[config.mk]
export PLATFORM = sky130hd
export DESIGN_NAME = gac_top
export DESIGN_NICKNAME = d
export VERILOG_FILES = /design/src/core/gac_pkg.sv /design/src/core/gac_top.sv
export SDC_FILE = /design/constraint.sdc
export NUM_CORES = 1
export LEC_CHECK = 0
export CORE_ASPECT_RATIO = 1.75
export CORE_MARGIN = 2
export CORE_UTILIZATION = 44
export CTS_CLUSTER_DIAMETER = 120
export CTS_CLUSTER_SIZE = 28
export DETAILED_ROUTE_END_ITERATION = 10
export DONT_BUFFER_PORTS = 1
export GPL_TIMING_DRIVEN = 0
export SETUP_SLACK_MARGIN = 0.4
export SLEW_MARGIN = 20
export SYNTH_ARGS = -nofsm -noshare
export SYNTH_HDL_FRONTEND = slang
export SYNTH_SLANG_ARGS = --single-unit
[constraint.sdc]
create_clock -name ref_clk -period 2.8 [get_ports ref_clk]
set_input_delay 0.42 -clock ref_clk [delete_from_list [all_inputs] [get_ports ref_clk]]
set_output_delay 0.42 -clock ref_clk [all_outputs]
set_load 0.01 [all_outputs]
[src/core/gac_pkg.sv]
/*
  Package for the graphics aperture control block: register offsets, field
  positions, reset values, throttle timing, translation buffer sizes and the
  packed structs that carry lookup and fill traffic.
  Assumes a byte-addressed register port with 32-bit data words.
*/
package gac_pkg;

  // ----------------------------------------------------------------------
  // register map
  // ----------------------------------------------------------------------
  localparam logic [7:0] GAC_OFF_APERTURE_BASE = 8'h10;
  localparam logic [7:0] GAC_OFF_PORT_CONTROL = 8'hb0;
  localparam logic [7:0] GAC_OFF_SIZE_SELECT = 8'hb4;

  // graphics_port_control fields
  localparam int GAC_CTL_SYNC_BIT = 13;
  localparam int GAC_CTL_THR_LSB = 8;
  localparam int GAC_CTL_TLB_BIT = 7;
  localparam logic [31:0] GAC_CTL_RESET = 32'h0000_0000;
  localparam logic [31:0] GAC_CTL_WMASK = 32'h0000_2380;

  // aperture_size_select fields
  localparam logic [7:0] GAC_SIZE_RESET = 8'h00;
  localparam logic [7:0] GAC_SIZE_WMASK = 8'h3f;

  // aperture base: bits 31:22 stored, 27:22 gated by the size mask
  localparam int GAC_BASE_LSB = 22;
  localparam int GAC_BASE_MASKED_MSB = 27;
  localparam logic [9:0] GAC_BASE_RESET = 10'h000;

  // ----------------------------------------------------------------------
  // expedite throttle
  // ----------------------------------------------------------------------
  localparam logic [1:0] GAC_THR_NONE = 2'h0;
  localparam logic [1:0] GAC_THR_192_64 = 2'h2;
  localparam logic [7:0] GAC_THR_ON_CLKS = 8'hc0;   // 192 enabled clocks
  localparam logic [7:0] GAC_THR_OFF_CLKS = 8'h40;  // 64 masked clocks

  typedef enum logic [1:0] {
    GAC_TS_IDLE = 2'b00,
    GAC_TS_ON = 2'b01,
    GAC_TS_MASK = 2'b10
  } gac_thr_state_t;

  // ----------------------------------------------------------------------
  // translation buffer
  // ----------------------------------------------------------------------
  localparam int GAC_TLB_ENTRIES = 4;
  localparam int GAC_PAGE_W = 16;
  localparam int GAC_FRAME_W = 20;

  typedef struct packed {
    logic valid;
    logic [GAC_PAGE_W-1:0] page;
  } gac_lookup_t;

  typedef struct packed {
    logic valid;
    logic [GAC_PAGE_W-1:0] page;
    logic [GAC_FRAME_W-1:0] frame;
  } gac_fill_t;

  typedef struct packed {
    logic valid;
    logic hit;
    logic bypass;
    logic [GAC_FRAME_W-1:0] frame;
  } gac_answer_t;

endpackage

[src/core/gac_top.sv]
/*
  Graphics aperture control: control and aperture size registers, posted
  aperture write synchronisation, expedite throttle timer, a small graphics
  translation lookaside buffer and the size-masked aperture base bits.
  Register map: graphics_port_control at 0xb0, aperture_size_select at 0xb4
  and the aperture base bits 31:22 at 0x10; unmapped words read as zero.
  Assumes a single-cycle register master that never issues read and write
  together, and a write buffer that reports whether aperture writes remain.
  Every input is taken as synchronous to ref_clk, and srst is synchronous
  and active high; every output comes straight from a flop, so consumers
  see all decisions one clock after the inputs that caused them.
*/
// The implementer's own choice: strobed register access.
module gac_top
  import gac_pkg::*;
(
  input wire logic ref_clk,
  input wire logic srst,
  input wire logic [7:0] reg_addr,
  input wire logic [31:0] reg_wdata,
  input wire logic reg_wr,
  input wire logic reg_rd,
  output logic [31:0] reg_rdata,
  input wire logic aperture_writes_pending,
  input wire logic cpu_port_cycle_req,
  output logic cpu_port_cycle_go,
  output logic aperture_drain_req,
  input wire logic expedite_pending_raw,
  output logic expedite_pending,
  input wire gac_pkg::gac_lookup_t tlb_lookup,
  input wire gac_pkg::gac_fill_t tlb_fill,
  output gac_pkg::gac_answer_t tlb_answer,
  output logic [9:0] aperture_base_bits,
  output logic [5:0] aperture_size_mask,
  output logic graphics_translation_buffer_en
);
  import gac_pkg::*;

  // ----------------------------------------------------------------------
  // decode helpers
  // ----------------------------------------------------------------------
  // one function for both read and write decoding keeps the two in step
  // byte lanes are not decoded: any address inside a word selects it
  function automatic logic hit_reg(input logic [7:0] addr, input logic [7:0] off);
    hit_reg = (addr[7:2] == off[7:2]);
  endfunction

  // ----------------------------------------------------------------------
  // register storage
  // ----------------------------------------------------------------------
  // stored words and their next values
  logic [31:0] ctl_q;
  logic [31:0] ctl_d;
  logic [7:0] size_q;
  logic [7:0] size_d;
  logic [9:0] base_raw_q;
  logic [9:0] base_raw_d;
  logic [9:0] base_out_q;
  logic [9:0] base_out_d;
  logic [31:0] rdata_q;
  logic [31:0] rdata_d;

  wire wr_ctl = reg_wr && hit_reg(reg_addr, GAC_OFF_PORT_CONTROL);
  wire wr_size = reg_wr && hit_reg(reg_addr, GAC_OFF_SIZE_SELECT);
  wire wr_base = reg_wr && hit_reg(reg_addr, GAC_OFF_APERTURE_BASE);
  wire rd_ctl = hit_reg(reg_addr, GAC_OFF_PORT_CONTROL);
  wire rd_size = hit_reg(reg_addr, GAC_OFF_SIZE_SELECT);
  wire rd_base = hit_reg(reg_addr, GAC_OFF_APERTURE_BASE);

  // field views of the control and size select registers
  wire sync_en = ctl_q[GAC_CTL_SYNC_BIT];
  wire [1:0] thr_mode = ctl_q[GAC_CTL_THR_LSB +: 2];
  wire tlb_en = ctl_q[GAC_CTL_TLB_BIT];
  wire [5:0] size_mask = size_q[5:0];

  // only documented bits are stored, so reserved bits stay zero
  assign ctl_d = wr_ctl ? (reg_wdata & GAC_CTL_WMASK) : ctl_q;
  assign size_d = wr_size ? (reg_wdata[7:0] & GAC_SIZE_WMASK) : size_q;

  // masked base bits keep stale storage: once unmasked they show whatever
  // was left there, which software must overwrite before use
  assign base_raw_d = wr_base ? reg_wdata[31:GAC_BASE_LSB] : base_raw_q;

  // base bits 27:22 read zero where the size mask bit is zero; built from
  // next-state terms so the visible base can sit in a flop of its own
  assign base_out_d = {base_raw_d[9:6], base_raw_d[5:0] & size_d[5:0]};

  // read mux; unmapped addresses read as zero, and so does any cycle
  // without a read strobe
  assign rdata_d = !reg_rd ? 32'h0000_0000 :
                   rd_ctl ? ctl_q :
                   rd_size ? {24'h00_0000, size_q} :
                   rd_base ? {base_out_q, 22'h00_0000} :
                   32'h0000_0000;

  // ----------------------------------------------------------------------
  // register flops
  // ----------------------------------------------------------------------
  // control register; a write lands at the strobe edge, so a read in the
  // very next cycle already sees it
  always_ff @(posedge ref_clk) begin
    if (srst) begin
      ctl_q <= GAC_CTL_RESET;
    end else begin
      ctl_q <= ctl_d;
    end
  end

  // size select; reset leaves the mask zero, a 256 MB aperture
  always_ff @(posedge ref_clk) begin
    if (srst) begin
      size_q <= GAC_SIZE_RESET;
    end else begin
      size_q <= size_d;
    end
  end

  // raw base storage is kept even where the size mask hides it
  always_ff @(posedge ref_clk) begin
    if (srst) begin
      base_raw_q <= GAC_BASE_RESET;
    end else begin
      base_raw_q <= base_raw_d;
    end
  end

  // visible base bits; the reset value agrees with the zero size mask
  always_ff @(posedge ref_clk) begin
    if (srst) begin
      base_out_q <= GAC_BASE_RESET;
    end else begin
      base_out_q <= base_out_d;
    end
  end

  // read data stand for the one cycle after the strobe, zero otherwise
  always_ff @(posedge ref_clk) begin
    if (srst) begin
      rdata_q <= 32'h0000_0000;
    end else begin
      rdata_q <= rdata_d;
    end
  end

  // ----------------------------------------------------------------------
  // aperture write synchronisation
  // ----------------------------------------------------------------------
  // with sync on a pending aperture write blocks the cycle and asks the
  // write buffer to drain; with sync off the cycle goes straight through
  // the hold is looked at again every clock, so a held cycle goes out in
  // the clock after the buffer reports empty
  wire sync_block = sync_en && aperture_writes_pending;
  wire go_d = cpu_port_cycle_req && !sync_block;
  wire drain_d = cpu_port_cycle_req && sync_block;
  logic go_q;
  logic drain_q;

  // the go flop carries both the sync hold and the free-running case
  always_ff @(posedge ref_clk) begin
    if (srst) begin
      go_q <= 1'b0;
    end else begin
      go_q <= go_d;
    end
  end

  // drain request stands for as long as a cycle waits on posted writes
  always_ff @(posedge ref_clk) begin
    if (srst) begin
      drain_q <= 1'b0;
    end else begin
      drain_q <= drain_d;
    end
  end

  // ----------------------------------------------------------------------
  // expedite throttle timer
  // ----------------------------------------------------------------------
  // throttle phase, position within it and the gated pending flag
  gac_thr_state_t thr_state_q;
  gac_thr_state_t thr_state_d;
  logic [7:0] thr_cnt_q;
  logic [7:0] thr_cnt_d;
  logic exp_q;

  // reserved codes are treated as no throttling, the safe reading
  // leaving mode 10 resets the pattern, so re-entry starts a full open phase
  wire thr_on = (thr_mode == GAC_THR_192_64);
  wire thr_last_on = (thr_cnt_q == GAC_THR_ON_CLKS - 8'h01);
  wire thr_last_off = (thr_cnt_q == GAC_THR_OFF_CLKS - 8'h01);

  // phase sequencing: idle, 192 clocks open, 64 clocks masked, repeat
  always_comb begin
    thr_state_d = thr_state_q;
    thr_cnt_d = thr_cnt_q + 8'h01;
    case (thr_state_q)
      GAC_TS_IDLE: begin
        thr_cnt_d = 8'h00;
        if (thr_on) begin
          thr_state_d = GAC_TS_ON;
        end
      end
      GAC_TS_ON: begin
        if (thr_last_on) begin
          thr_state_d = GAC_TS_MASK;
          thr_cnt_d = 8'h00;
        end
      end
      GAC_TS_MASK: begin
        if (thr_last_off) begin
          thr_state_d = GAC_TS_ON;
          thr_cnt_d = 8'h00;
        end
      end
      default: begin
        thr_state_d = GAC_TS_IDLE;
        thr_cnt_d = 8'h00;
      end
    endcase
    if (!thr_on) begin
      thr_state_d = GAC_TS_IDLE;
      thr_cnt_d = 8'h00;
    end
  end

  // requests are never dropped: only the pending indication is hidden,
  // so the stream resumes as soon as the masked phase ends
  wire exp_d = expedite_pending_raw && (thr_state_q != GAC_TS_MASK);

  // phase and count flops; both drop back to idle on reset or on leaving mode 10
  always_ff @(posedge ref_clk) begin
    if (srst) begin
      thr_state_q <= GAC_TS_IDLE;
      thr_cnt_q <= 8'h00;
    end else begin
      thr_state_q <= thr_state_d;
      thr_cnt_q <= thr_cnt_d;
    end
  end

  // gated pending flag, one clock behind the raw indication
  always_ff @(posedge ref_clk) begin
    if (srst) begin
      exp_q <= 1'b0;
    end else begin
      exp_q <= exp_d;
    end
  end

  // ----------------------------------------------------------------------
  // graphics translation lookaside buffer
  // ----------------------------------------------------------------------
  // entry arrays; hit_frame chains a one-hot OR across the entries
  logic [GAC_TLB_ENTRIES-1:0] ent_valid_q;
  logic [GAC_PAGE_W-1:0] ent_page_q [GAC_TLB_ENTRIES];
  logic [GAC_FRAME_W-1:0] ent_frame_q [GAC_TLB_ENTRIES];
  logic [1:0] victim_q;
  gac_answer_t answer_q;
  gac_answer_t answer_d;
  logic [GAC_TLB_ENTRIES-1:0] ent_match;
  logic [GAC_FRAME_W-1:0] hit_frame [GAC_TLB_ENTRIES+1];

  // fills are accepted only while the buffer runs
  // a fill serves lookups from the next clock on, never in its own cycle
  wire fill_take = tlb_en && tlb_fill.valid;

  // per-entry compare and one-hot frame select
  // duplicate fills of one page would OR their frames; callers avoid them
  assign hit_frame[0] = '0;
  genvar gi;
  generate
    for (gi = 0; gi < GAC_TLB_ENTRIES; gi++) begin : g_ent
      assign ent_match[gi] = ent_valid_q[gi] && (ent_page_q[gi] == tlb_lookup.page);
      assign hit_frame[gi+1] = hit_frame[gi] | (ent_match[gi] ? ent_frame_q[gi] : '0);

      // entry store; a disabled buffer holds every valid flag cleared
      always_ff @(posedge ref_clk) begin
        if (srst) begin
          ent_valid_q[gi] <= 1'b0;
          ent_page_q[gi] <= '0;
          ent_frame_q[gi] <= '0;
        end else if (!tlb_en) begin
          ent_valid_q[gi] <= 1'b0;
        end else if (fill_take && victim_q == 2'(gi)) begin
          ent_valid_q[gi] <= 1'b1;
          ent_page_q[gi] <= tlb_fill.page;
          ent_frame_q[gi] <= tlb_fill.frame;
        end
      end
    end
  endgenerate

  // answer one cycle after a lookup; disabled means bypass, never a hit
  // the frame reads zero on a miss so no stale translation leaks out
  assign answer_d.valid = tlb_lookup.valid;
  assign answer_d.hit = tlb_lookup.valid && tlb_en && (|ent_match);
  assign answer_d.bypass = tlb_lookup.valid && !tlb_en;
  assign answer_d.frame = answer_d.hit ? hit_frame[GAC_TLB_ENTRIES] : '0;

  // round-robin replacement keeps the logic small at the cost of hit rate
  always_ff @(posedge ref_clk) begin
    if (srst) begin
      victim_q <= 2'h0;
    end else begin
      victim_q <= fill_take ? victim_q + 2'h1 : victim_q;
    end
  end

  // answer register; a lookup is answered exactly one clock later
  always_ff @(posedge ref_clk) begin
    if (srst) begin
      answer_q <= '0;
    end else begin
      answer_q <= answer_d;
    end
  end

  // ----------------------------------------------------------------------
  // outputs
  // ----------------------------------------------------------------------
  // every output below is a flop or a plain slice of one
  assign reg_rdata = rdata_q;
  assign cpu_port_cycle_go = go_q;
  assign aperture_drain_req = drain_q;
  assign expedite_pending = exp_q;
  assign tlb_answer = answer_q;
  assign aperture_base_bits = base_out_q;
  assign aperture_size_mask = size_mask;
  assign graphics_translation_buffer_en = ctl_q[GAC_CTL_TLB_BIT];

endmodule

**Word level (Yosys, flattened, before mapping)**

Memories as Yosys holds them, arrays and structs flattened.
Cells that the tools add are included.

- Flip-flop bits (word level): 104
- Bits in writable memories: 144
- Input bits: 101
- Logic and storage cells: 133
- Memories: 2

- $add $sub $neg: 2
- Equality and inequality tests: 18
- Multiplexer cells: 40
- Bitwise operators: 17
- Reduce and logical (&&, ||, !) cells: 32

Memory list:

| memory | words | width | read ports | clocked after memory_dff | wr ports | RTL line | source |
|---|---|---|---|---|---|---|---|
| ent_frame_q | 4 | 20 | 4 | 0 | 4 | gac_top.sv:256 | `logic [GAC_FRAME_W-1:0] ent_frame_q [GAC_TLB_ENTRIES];` |
| ent_page_q | 4 | 16 | 4 | 0 | 4 | gac_top.sv:255 | `logic [GAC_PAGE_W-1:0] ent_page_q [GAC_TLB_ENTRIES];` |

Operators with widths:

| operator | count |
|---|---|
| two-way mux 20 bit | 8 |
| == test 16 bit | 4 |
| two-way mux 16 bit | 4 |
| OR 20 bit | 3 |
| two-way mux 14 bit | 2 |
| logical AND 1 bit | 19 |
| two-way mux 1 bit | 18 |
| two-way mux 8 bit | 2 |
| one-hot mux 8 bit (2 select lines) | 1 |
| == test 6 bit (second input constant) | 2 |
| two-way mux 10 bit | 1 |
| adder 8 x 1 -> 8 bit (second input constant) | 1 |
| == test 2 bit (second input constant) | 4 |
| == test 8 x 6 -> 1 bit (second input constant) | 1 |
| == test 8 bit (second input constant) | 1 |
| OR 1 bit | 8 |
| OR reduction 2 bit | 4 |
| OR reduction 4 bit | 2 |
| bitwise AND 6 bit | 1 |
| == test 6 x 3 -> 1 bit (second input constant) | 1 |
| two-way mux 6 bit | 1 |
| != test 2 bit (second input constant) | 3 |
| one-hot mux 2 bit (3 select lines) | 1 |
| NOT 1 bit | 5 |
| other kinds (8) | 12 |

**Depth between registers and ports, before layout**

- Depth in word-level cells: 7
- Depth in mapped cells: 7

**Worst setup path before layout**

No wires, ideal clock.

- Kind: input to register
- Start point: input srst
- End point: memory ent_frame_q[2][0], enable pin
- Data arrival time: 1.538 ns
- Setup slack: 0.883 ns
- Stages: 3
- Cell sequence: clkbuf_1 clkbuf_1 a31o_2

RTL lines:

| item | RTL line | source |
|---|---|---|
| start: declaration | gac_top.sv:18 | `input wire logic srst,` |
| end: declaration | gac_top.sv:256 |  |

==> metrics.yaml <==
cts_sinks: 232
pwr_density_cell_nw_per_um2: 567.5
worstMarginPinSlew_ns: 0.8224
period_minus_slack_ns: 2.282
clk-insertion-delay-late_ns: 0.49
cp-startpoint: "ctl_q[7]$_SDFFE_PP0P_"
antenna_found_initial: 0
hp-class: "in2reg"
die_h_um: 199.0
fin_area_sq_um: 10440
hold_end: "aperture_drain_req$_SDFF_PP0_"
drt_iter0_drc: 270
fin_crit_sh_pct: 81.49
final_cell_count_no_fill: 1067
dr.pass1.iters: 5
final_common_cell: "and2_1"
internal_power_mw: 4.658
status: "finished, final reports clean"
die_x_um: 115.4
seq_area_frac_synth_pct: 63.65
hpwl_um: 15450
yosysWarnings: 0
maxSlewViolCount: 0
cts_made_buffers: 12
drt-total-wl_um: 21760
whs_path_depth: 2
die_area_sq_um: 22970
clk_path_buf_depth: 3
hold_violations: 0
rsz0062_at_grt: "no"
dpl_cell_area_sq_um: 10010
portBuffers: 0
nets: 878
worst-r2r-setup-slack_ns: 0.52
gp_congestion: 0.8216
leakagePower_nw: 3.777
pwr-share-comb_pct: 3.6
slew_headroom_pct: 45.03
worstReg2RegEnd: "ent_frame_q[0][16]$_SDFFCE_PN0P_"
clkTransAtPathRegs_ns: 0.11
wl_per_cell_um: 20.39
grt_use_total_pct: 19.03
initial_utilization_pct: 44.66
cp-end-kind: "flop"
rr_worst_depth: 5
fmax_mhz: 438.2
drtAntennaViolNets: 0
vias: 5548
setup_viol: 0
clockPowerShare_pct: 33.6
p_sw_share_pct: 21.35
worstHoldStart: "aperture_writes_pending"
antenna_cells: 0
pwr-share-seq_pct: 62.8
grt_max_degree: 37
skew_ns: 0.02647
worst_ep_required_time_ns: 3.15
viasPerCell: 5.200
final_cell_mix: "and2_1, edfxtp_1, dfxtp_1"
syn_inst: 742
rows: 71
syn-cell-area_sq_um: 9562
fin_total_pwr_mw: 5.923
worst-setup-path-type: "reg2reg"
whs_ns: 0.04182
grt_first_pass_wirelength_um: 32550
htree_num_levels: 1
critPathArrivalTime_ns: 2.64
drc: 0
max-cap-violations: 0
place_inst: 1045
area_growth_pct: 9.147
grt_pass1_vias: 5840
layout-drive-gt1-share_pct: 11.10
peakVddDrop_uv: 624.4
fin_tns_setup_ns: 0
start_kind: "flop"
ys_ff_latch: 232
cts_tree: "done"
p_switching_mw: 1.265
coreArea_sq_um: 21410
io_pins: 176
syn_area_per_cell_sq_um: 12.89
grt_overflow_total: 0
cp_max_fo: 10
cts_root_buf: "clkbuf_16"
yosysUniqueCellTypes: 40
r2r_start: "ctl_q[7]$_SDFFE_PP0P_"
==> sequential cells by signal, summed over array words and instances (netlist names), 2 cells and up <==
| signal | flops |
|---|---|
| ent_frame_q | 80 |
| ent_page_q | 64 |
| tlb_answer | 23 |
| reg_rdata | 20 |
| base_raw_q | 10 |
| thr_cnt_q | 8 |
| aperture_base_bits | 6 |
| size_q | 6 |
| ctl_q | 4 |
| ent_valid_q | 4 |
| thr_state_q | 2 |
| victim_q | 2 |
==> routing by layer <==
metal / vias to the layer above / GRT usage, % / wire, um
met5: - / 0 / 0
met4: 0 / 6.336 / 598
met3: 28 / 3.534 / 1375
met2: 193 / 37.73 / 12360
met1: 2733 / 19.28 / 7423
li1: 2594 / - / -
==> power by group through the flow <==
stage / Combinational, mW / Clock, mW / Sequential (mW)
4_1_cts: 0.217 / 2.03 / 3.72
5_1_grt: 0.232 / 2.15 / 3.73
3_3_place_gp: 0.208 / 0 / 3.79
2_1_floorplan: 0.149 / 0 / 3.79
3_5_place_dp: 0.213 / 0 / 3.80
6_report: 0.214 / 1.99 / 3.72
==> per-stage QoR <==
stage / worst slack [ns] / utilization (%)
2_1_floorplan: 0.8825 / -
3_3_place_gp: -0.01001 / 46.56
3_5_place_dp: 0.2922 / 46.75
4_1_cts: 0.4092 / 48.59
5_1_grt: 0.4037 / 48.75
6_report: 0.5182 / 48.75
==> Yosys cell counts (all sizes together) <==
| master | instances | area share (%) |
|---|---|---|
| a22oi | 40 | 3.7 |
| a31o | 4 | 0.37 |
| ha | 8 | 1.0 |
| nor2b | 4 | 0.26 |
| and3 | 6 | 0.39 |
| xor2 | 20 | 1.8 |
| nand4b | 1 | 0.092 |
| or2 | 2 | 0.13 |
| dfxtp | 88 | 18 |
| nor4b | 1 | 0.092 |
| xnor2 | 50 | 4.6 |
| inv | 8 | 0.31 |
| nand4 | 12 | 0.79 |
| nor2 | 36 | 1.4 |
| or3b | 1 | 0.092 |
| nor3 | 7 | 0.37 |
| edfxtp | 144 | 45 |
| and2 | 165 | 11 |
| nand3b | 1 | 0.079 |
| and4 | 1 | 0.092 |
| clkbuf | 30 | 1.2 |
| conb | 1 | 0.039 |
| o21ai | 3 | 0.16 |
| o211ai | 1 | 0.079 |
| nor3b | 4 | 0.31 |
| nand2 | 10 | 0.39 |
| nand3 | 6 | 0.31 |
| o41ai | 1 | 0.17 |
| a21oi | 29 | 2.3 |
| a211oi | 1 | 0.079 |
| nand2b | 2 | 0.13 |
| mux2i | 20 | 2.1 |
| nor4 | 8 | 0.79 |
| buf | 26 | 1.9 |
| or3 | 1 | 0.065 |
==> cell type report <==
type / instances / area [sq um]
flip-flops and latches: 232 / 6086
clock buffers: 19 / 347.8
well taps: 292 / 365.4
fillers: 1872 / 10970
clock inverters: 1 / 20.02
repair buffers: 2 / 20.02
inverters: 8 / 30.03
plain buffers: 56 / 296.5
multi-input cells: 457 / 3271
==> cell families after synthesis <==
logic type	count (synthesis)	share of synthesized area, %
and+or+nand+nor	268	16.59
AOI/OAI and AO/OA	79	6.818
other	1	0.03922
DFF	232	63.65
xor gates and xnor gates	70	6.412
muxes	20	2.094
buffers and inverters	64	3.350
adders and majority gates	8	1.047
==> timing repair <==
item / CTS / global route
cloned: 0 / 0
pin swaps: 0 / 0
hold buffers: 2 / 0
endpoints found under the setup margin: 18 / 24
resized for setup: 1 / 7
setup buffers: 0 / 0
endpoints found under the hold margin: 2 / 0
==> how the worst max path moves through the flow <==
| stage | slack (ns) | endpoint |
|---|---|---|
| after floorplan | 0.88 | ent_frame_q[2][0]$_SDFFCE_PN0P_ |
| after CTS | 0.41 | tlb_answer[13]$_SDFF_PP0_ |
| after detailed placement | 0.29 | ent_page_q[2][1]$_SDFFCE_PN0P_ |
| final | 0.52 | ent_frame_q[0][16]$_SDFFCE_PN0P_ |
| after global placement | -0.01 | ent_page_q[2][1]$_SDFFCE_PN0P_ |
| after global routing | 0.40 | ent_frame_q[1][1]$_SDFFCE_PN0P_ |
==> critical path: stages (launching register included) <==
cell      delay, ns
dfxtp_1        0.44
nor2b_1        0.32
and3_1         0.23
clkbuf_1       0.39
clkbuf_1       0.55
and2_1         0.22
Power figures use the tool's default switching activity.
